`src/core/sram_host_regs.vh`:
```
`ifndef SRAM_HOST_REGS_VH
`define SRAM_HOST_REGS_VH
`define ADDR_W 15
`define DATA_W 8
`define CLK_PERIOD_PS 40000
// read access from select or address, ps
`define READ_ACCESS_PS 10000
// select to low-z output, ps
`define SELECT_TO_DRIVE_PS 3000
// deselect to float, ps
`define DESELECT_FLOAT_PS 5000
// strobe low to memory float, ps
`define STROBE_LOW_TO_FLOAT_PS 3500
// data setup to write end, ps
`define DATA_SETUP_PS 6500
// strobe width, output enable high and low, ps
`define STROBE_WIDTH_OUTPUTS_OFF_PS 7000
`define STROBE_WIDTH_OUTPUTS_ON_PS 10000
// retention entry setup and recovery (one read cycle), ps
`define RETENTION_ENTRY_SETUP_PS 0
`define RETENTION_RECOVERY_PS 10000
// least time to cycles, rounded up, at least one
`define CYC_MIN(t) ((((t) + `CLK_PERIOD_PS - 1) / `CLK_PERIOD_PS) < 1 ? 1 : \
   (((t) + `CLK_PERIOD_PS - 1) / `CLK_PERIOD_PS))
`endif

```
`src/core/wait_timer.v`:
```
`timescale 1ns/1ps
`default_nettype none
module wait_timer (
   // clock and reset
   input wire clk_sys,
   input wire rst,
   // control
   input wire start,
   input wire [3:0] cycles,
   output wire done
);
   reg [3:0] count;
   always @(posedge clk_sys or posedge rst) begin
      if (rst) begin
         count <= 4'h0;
      end else if (start) begin
         count <= cycles;
      end else if (count != 4'h0) begin
         count <= count - 4'h1;
      end
   end
   assign done = (count == 4'h0) && !start;
endmodule
`default_nettype wire

```
`src/core/sram_host.v`:
```
`timescale 1ns/1ps
`default_nettype none

`include "sram_host_regs.vh"

// Operation
// - host keeps write strobe high through every read
// - address valid by select fall; data within 10 ns, float 5 ns
// - write begins with select and strobe both active; raising select or strobe ends it
// - data setup timed against the edge that ends the write
// - write data stable 6.5 ns before the ending edge, no hold
// - strobe low at least 7 ns with output enable high
// - strobe low at least 10 ns with output enable low
// - deselect before supply drop; wait one read cycle after restore
module sram_host (
   // clock and reset
   input wire clk_sys,
   input wire rst,

   // user request
   input wire req_valid,
   input wire req_write,
   input wire [`ADDR_W-1:0] req_addr,
   input wire [`DATA_W-1:0] req_wdata,
   output wire req_ready,
   output reg [`DATA_W-1:0] rd_data,
   output reg rd_valid,

   // retention control
   input wire retain_req,
   input wire supply_good,
   output reg retain_active,

   // memory pins
   output reg [`ADDR_W-1:0] addr_in,
   output reg chip_select_n,
   output reg output_enable_n,
   output reg write_strobe_n,
   input wire [`DATA_W-1:0] data_io_in,
   output reg [`DATA_W-1:0] data_io_out,
   output reg data_io_oe_n
);

   // cycle counts worked out as integers, then cut to the timer width on purpose
   localparam integer RD_COUNT = `CYC_MIN(`READ_ACCESS_PS) + 1;
   localparam integer FLOAT_COUNT = `CYC_MIN(`DESELECT_FLOAT_PS);
   localparam integer WIDTH_COUNT = `CYC_MIN(`STROBE_WIDTH_OUTPUTS_OFF_PS);
   localparam integer SETUP_COUNT = `CYC_MIN(`DATA_SETUP_PS);
   localparam integer WR_COUNT = WIDTH_COUNT > SETUP_COUNT ? WIDTH_COUNT : SETUP_COUNT;
   localparam integer TURN_COUNT = `CYC_MIN(`STROBE_LOW_TO_FLOAT_PS);
   localparam integer RECOVER_COUNT = `CYC_MIN(`RETENTION_RECOVERY_PS);

   localparam [3:0] RD_CYC = RD_COUNT[3:0];
   localparam [3:0] FLOAT_CYC = FLOAT_COUNT[3:0];
   localparam [3:0] WR_CYC = WR_COUNT[3:0];
   localparam [3:0] TURN_CYC = TURN_COUNT[3:0];
   localparam [3:0] RECOVER_CYC = RECOVER_COUNT[3:0];

   localparam [2:0] S_IDLE = 3'h0;
   localparam [2:0] S_READ = 3'h1;
   localparam [2:0] S_WTURN = 3'h2;
   localparam [2:0] S_WRITE = 3'h3;
   localparam [2:0] S_GAP = 3'h4;
   localparam [2:0] S_RETAIN = 3'h5;
   localparam [2:0] S_RECOVER = 3'h6;

   reg [2:0] state;
   reg [`DATA_W-1:0] din_meta;
   reg [`DATA_W-1:0] din_sync;
   reg [1:0] good_sync;

   reg tstart;
   reg [3:0] tcycles;
   wire tdone;

   // one shared down-counter paces every phase except S_IDLE and S_RETAIN, which wait on requests and on retain_req and supply
   wait_timer timer (
      .clk_sys(clk_sys),
      .rst(rst),
      .start(tstart),
      .cycles(tcycles),
      .done(tdone)
   );

   // read data sampled through two flops; read timer allows for them
   always @(posedge clk_sys or posedge rst) begin
      if (rst) begin
         din_meta <= 8'h00;
         din_sync <= 8'h00;
         good_sync <= 2'h0;
      end else begin
         din_meta <= data_io_in;
         din_sync <= din_meta;
         good_sync <= {good_sync[0], supply_good};
      end
   end

   // a pending retention request blocks new accesses
   assign req_ready = (state == S_IDLE) && !retain_req;

   always @(posedge clk_sys or posedge rst) begin
      if (rst) begin
         state <= S_IDLE;
         addr_in <= 15'h0000;
         chip_select_n <= 1'b1;
         output_enable_n <= 1'b1;
         write_strobe_n <= 1'b1;
         data_io_out <= 8'h00;
         data_io_oe_n <= 1'b1;

         rd_data <= 8'h00;
         rd_valid <= 1'b0;
         retain_active <= 1'b0;

         tstart <= 1'b0;
         tcycles <= 4'h0;
      end else begin
         tstart <= 1'b0;
         rd_valid <= 1'b0;

         case (state)
            S_IDLE: begin
               if (retain_req) begin
                  // select is already high in idle; it only has to stay there
                  chip_select_n <= 1'b1;
                  retain_active <= 1'b1;
                  state <= S_RETAIN;
               end else if (req_valid) begin
                  addr_in <= req_addr;
                  chip_select_n <= 1'b0;
                  tstart <= 1'b1;
                  if (req_write) begin
                     // output enable stays high so the memory never drives
                     output_enable_n <= 1'b1;
                     write_strobe_n <= 1'b0;
                     data_io_out <= req_wdata;
                     tcycles <= TURN_CYC;
                     state <= S_WTURN;
                  end else begin
                     output_enable_n <= 1'b0;
                     write_strobe_n <= 1'b1;
                     tcycles <= RD_CYC;
                     state <= S_READ;
                  end
               end
            end

            S_READ: begin
               if (tdone && !tstart) begin
                  // rd_valid stands one cycle; rd_data holds until the next read
                  rd_data <= din_sync;
                  rd_valid <= 1'b1;
                  chip_select_n <= 1'b1;
                  output_enable_n <= 1'b1;
                  tcycles <= FLOAT_CYC;
                  tstart <= 1'b1;
                  state <= S_GAP;
               end
            end

            S_WTURN: begin
               if (tdone && !tstart) begin
                  // strobe went low first so the memory floats before the host drives
                  data_io_oe_n <= 1'b0;
                  tcycles <= WR_CYC;
                  tstart <= 1'b1;
                  state <= S_WRITE;
               end
            end

            S_WRITE: begin
               if (tdone && !tstart) begin
                  // strobe and select rise together to end the write; data released same edge
                  write_strobe_n <= 1'b1;
                  chip_select_n <= 1'b1;
                  data_io_oe_n <= 1'b1;
                  tcycles <= FLOAT_CYC;
                  tstart <= 1'b1;
                  state <= S_GAP;
               end
            end

            S_GAP: begin
               // gap covers the memory's float time before the next select
               if (tdone && !tstart) begin
                  state <= S_IDLE;
               end
            end

            S_RETAIN: begin
               // supply status comes from outside, so only the second flop is read
               if (!retain_req && good_sync[1]) begin
                  tcycles <= RECOVER_CYC;
                  tstart <= 1'b1;
                  state <= S_RECOVER;
               end
            end

            S_RECOVER: begin
               if (tdone && !tstart) begin
                  retain_active <= 1'b0;
                  state <= S_IDLE;
               end
            end

            default: begin
               state <= S_IDLE;
            end
         endcase
      end
   end

endmodule
`default_nettype wire

```
`config.mk`:
```
export PLATFORM = sky130hd
export DESIGN_NAME = sram_host
export DESIGN_NICKNAME = d
export VERILOG_FILES = /design/src/core/wait_timer.v /design/src/core/sram_host.v
export VERILOG_INCLUDE_DIRS = /design/src /design/src/core
export SDC_FILE = /design/constraint.sdc
export NUM_CORES = 1
export LEC_CHECK = 0
export BUFFER_PORTS_ARGS = -buffer_cell sky130_fd_sc_hd__buf_2
export CORE_MARGIN = 4
export CORE_UTILIZATION = 35
export CTS_BUF_LIST = sky130_fd_sc_hd__clkbuf_4
export CTS_CLUSTER_SIZE = 20
export DETAILED_ROUTE_END_ITERATION = 10
export GPL_TIMING_DRIVEN = 0
export PLACE_DENSITY = 0.7
export SKIP_LAST_GASP = 1
export SLEW_MARGIN = 20
export SYNTH_ARGS = -nofsm -noshare
export SYNTH_HDL_FRONTEND = slang
export SYNTH_SLANG_ARGS = --single-unit
```
`constraint.sdc`:
```
create_clock -name clk_sys -period 4.3 [get_ports clk_sys]
set_input_delay 0.43 -clock clk_sys [delete_from_list [all_inputs] [get_ports clk_sys]]
set_output_delay 0.43 -clock clk_sys [all_outputs]
set_load 0.1 [all_outputs]
```
== After elaboration in Yosys (flattened, before gate mapping) ==
Index checks and enable logic that the tools add are counted.

* Output and inout port bits: 38
* Logic and storage cells: 103
* Register bits after elaboration: 67
* Input bits: 37

* Multiplexer cells: 38
* Bitwise operators: 1
* Equal/unequal tests: 18
* $add $sub $neg: 1
* Reductions and logical operators: 29

{| class="wikitable"
|+ Operators with widths
! cell !! count
|-
| two-way mux 4 bit || 6
|-
| two-way mux 3 bit || 6
|-
| two-way mux 1 bit || 16
|-
| != test 2 bit, second input constant || 8
|-
| case mux 3 bit (5 select lines) || 1
|-
| case mux 4 bit (3 select lines) || 1
|-
| AND reduction 3 bit || 4
|-
| AND reduction 4 bit || 3
|-
| nonzero test 2 bit || 6
|-
| case mux 1 bit (2 select lines) || 5
|-
| AND reduction 5 bit || 2
|-
| equality test 3 bit, second input constant || 3
|-
| equality test 3 x 2 -> 1 bit, second input constant || 2
|-
| != test 2 x 1 -> 1 bit, second input constant || 3
|-
| logical AND 1 bit || 4
|-
| zero test 4 bit || 1
|-
| two-way mux 2 bit || 2
|-
| nonzero test 4 bit || 1
|-
| OR reduction 2 bit || 2
|-
| subtractor 4 x 1 -> 4 bit, second input constant || 1
|-
| equality test 3 x 1 -> 1 bit, second input constant || 1
|-
| zero test 3 bit || 1
|-
| != test 3 bit, second input constant || 1
|-
| case mux 1 bit (3 select lines) || 1
|-
| 5 further kinds || 6
|}

== Logic depth before layout (Yosys ltp) ==
* Depth in word-level cells: 5
* Mapped depth: 6

== Cells and area by module ==
Synthesis repeated with hierarchy kept, for this count alone.

* Cells, all modules: 175
* Area total of the unflattened synthesis: 2527.4 um2

{| class="wikitable"
|+ Modules (own cells, without submodules)
! module !! instances !! area an instance (um2) !! cells each
|-
| sram_host || 1 || 2275.9 || 151
|-
| wait_timer || 1 || 251.5 || 24
|}

== Least setup slack after synthesis ==
Ideal clock, no wire load.

* Path kind: register -> register
* Start: register state[0]
* End: register data_io_out[0]
* Data arrival time: 3.312 ns
* Buffers on the path: 0
* Slack: 0.862 ns
* Setup time: 0.126 ns
* Period minus slack after synthesis: 3.438 ns
* Cell stages (with the launch flop): 4
* Required time: 4.174 ns
* Cell sequence: dfrtp_1 nor4_2 nand3_1 mux2_2

* Longest elaborated chain between the ends: 2

{| class="wikitable"
|+ Ends and longest elaborated chain
! what !! line !! RTL
|-
| start, declared || sram_host.v:67 || <nowiki>reg [2:0] state;</nowiki>
|-
| start signal, assigned || sram_host.v:103 || <nowiki>state <= S_IDLE;</nowiki>
|-
| start signal, assigned || sram_host.v:127 || <nowiki>state <= S_RETAIN;</nowiki>
|-
| start signal, assigned || sram_host.v:138 || <nowiki>state <= S_WTURN;</nowiki>
|-
| zero test 3 bit || sram_host.v:121 || <nowiki>case (state)</nowiki>
|-
| AND reduction 4 bit (no source line) || - ||
|-
| end signal, assigned || sram_host.v:136 || <nowiki>data_io_out <= req_wdata;</nowiki>
|-
| end, declared || sram_host.v:40 || <nowiki>output reg [`DATA_W-1:0] data_io_out,</nowiki>
|}

Every way passes these cells.
A chain may end at the register's enable or synchronous reset.

== Worst setup path in the final report ==
* Start: register state[0]
* End: output req_ready

* Longest elaborated chain between the ends: 2

{| class="wikitable"
|+ Ends and longest elaborated chain
! what !! line !! RTL
|-
| zero test 3 bit || sram_host.v:99 || <nowiki>assign req_ready = (state == S_IDLE) && !retain_req;</nowiki>
|-
| logical AND 1 bit || sram_host.v:99 ||
|-
| end, declared || sram_host.v:25 || <nowiki>output wire req_ready,</nowiki>
|}

Every way passes these cells.

==> impl_metrics.tcl <==
set metrics [dict create \
    status "complete, no violations" \
    hold_violations 0 \
    die_w_um 91.8 \
    critPathLaunchType "flop" \
    rows 30 \
    netlist_area_um2 2460 \
    ys_warn_count 0 \
    multiInputGateArea_um2 766 \
    worst_ep_required_time_ps 3870 \
    layout_common_cells "76 x buf_2, 61 x dfrtp_1, 34 x mux2_2" \
    yosysSeqAreaShare 0.664 \
    post_cts_buffers 0 \
    clk_pin_slew_worst_paths_ps 120 \
    rsz0062_at_grt "false" \
    cts_made_buffers 9 \
    place_inst 338 \
    cts_hold_buffers 1 \
    ant_nets 0 \
    fin_cells 355 \
    syn_area_per_cell_um2 14.7 \
    setup_viol 0 \
    num_vias 1624 \
    grt_max_degree 43 \
    cts-resized-gates 0 \
    grt_pass1_vias 1615 \
    layout_commonest_cell "buf_2" \
    yosysTopAreaCell "dfrtp_1" \
    start_util 0.362 \
    worstPathArrival_ps 1860 \
    die-area_um2 8420 \
    gp_congestion 0.864 \
    critical_path_class "reg -> out" \
    syn_to_final_growth_pct 28.1 \
    overflow 0 \
    nets 292 \
    htreeDepth 3 \
    antenna_cells 0 \
    finalMaxSlewViolations 0 \
    yosys_most_used_dff "dfrtp_1" \
    synth_edf_count 0 \
    async_flop_share 1.00 \
    cp_max_fo 7 \
    whs_ps 127 \
    numClockSinks 65 \
    grt_pass1_wl_mm 7.91 \
    antenna_found_initial 0 \
    fin_crit_sh 0.533 \
    routed_wl_mm 4.61 \
    setup_tns_ps 0 \
    tightest_slew_ps 564 \
    syn_inst 167 \
    ctsRootBufferMaster "clkbuf_4" \
    design.core.area_um2 6790 \
    hold_path_class "in -> reg" \
    synth_top_area_frac 0.621 \
    synth-seq-cells 65 \
    grt.total_usage 0.120 \
    clock_skew_ps 15.0 \
    firstDrtPassIters 4 \
    endpoint_kind "primary output" \
    yosysUniqueCellTypes 38 \
    seq_area_um2 1630 \
    fill_cells 642 \
    hpwl_mm 3.26 \
    wl_per_cell_um 13.0 \
    viasPerCell 4.57 \
    period_minus_slack_ps 2290 \
    drt_iter0_markers 53 \
    clk_path_buf_depth 2 \
    max-slew-margin-rel 0.623 \
    port_buffers 74 \
    drv_cap 0 \
    ios 75 \
    syn_nets 205 \
    cts_tree "built" \
    post-route-drc-count 0 \
    die_h_um 91.8 \
    layout-drive-gt1-share 0.529 \
    clock_latency_ps 400 \
    final_util 0.463 \
    fmax_mhz 436 \
    ys_top_cells_by_area "dfrtp_1 62%, mux2_2 16%, dfstp_2 4.3%" \
]
==> area by class of cell <==
type / count / area share
Buffer: 6 / 0.0103
Clock buffer: 9 / 0.0215
Clock inverter: 7 / 0.0318
Inverter: 7 / 0.00915
Multi-Input combinational cell: 89 / 0.243
Sequential cell: 65 / 0.518
Tap cell: 96 / 0.0382
Timing Repair Buffer: 76 / 0.127
==> flip-flops by register name, indices dropped and copies added, names as in the netlist, 2 cells and up <==
register,flops
data_io_out,8
din_sync,8
good_sync,2
addr_in,15
state,3
din_meta,8
rd_data,8
tcycles,2
timer.count,4
==> worst max-delay path, stage by stage (launching register included) <==
cell and delay [ps]:
dfrtp_1 470, nor4_2 470, buf_2 510
==> through the flow <==
stage                     worst slack [ps]  instance area [um2]
after global placement                1470                 2950
after floorplan                        862                 2460
final                                 2010                 3150
after detailed placement              2170                 2970
after CTS                             1970                 3150
after global routing                  1830                 3150
==> logic make-up (layout without fill, tap and decap cells) <==
logic type	Yosys count	after routing	share of synthesized area
compound gates	18	18	0.0494
xor+xnor	1	1	0.00357
fa+ha+maj	1	1	0.00509
buf+inv	13	105	0.0239
flops	65	65	0.664
mux	36	36	0.164
simple gates	33	33	0.0897
==> path summary, 6_finish.rpt <==
path	from	slack, ps	cells past startpoint	endpoint
setup reg to reg	timer.count[0]	2160	6	rd_data[4]
min in group asynchronous	rst	520	3	din_meta[6]
max in group asynchronous	rst	3180	4	output_enable_n
setup / recovery	state[0]	2010	2	req_ready
hold reg to reg	good_sync[0]	360	0	good_sync[1]
hold / removal	data_io_in[6]	130	1	din_meta[6]
==> layer usage <==
metal,up-vias,track usage,wire length (um)
li1,774,-,-
met1,781,0.161,2030
met2,62,0.172,2110
met4,0,0.0631,73
met3,7,0.0394,388
met5,-,0,0
==> cells in the mapped netlist, types with 2 or more instances <==
cell type	n
dfrtp_1	61
nand2b_1	3
nand3_1	4
mux2i_1	2
buf_2	2
inv_1	7
nor3b_1	4
mux2_2	34
clkbuf_1	3
dfstp_2	4
nor2_1	4
o22ai_1	2
o21ai_0	4
nand2_1	7
a21oi_1	3
Power is left out: the tool's default activity adds up to more than one toggle a clock period on the data nets, which glitch-free logic cannot reach.
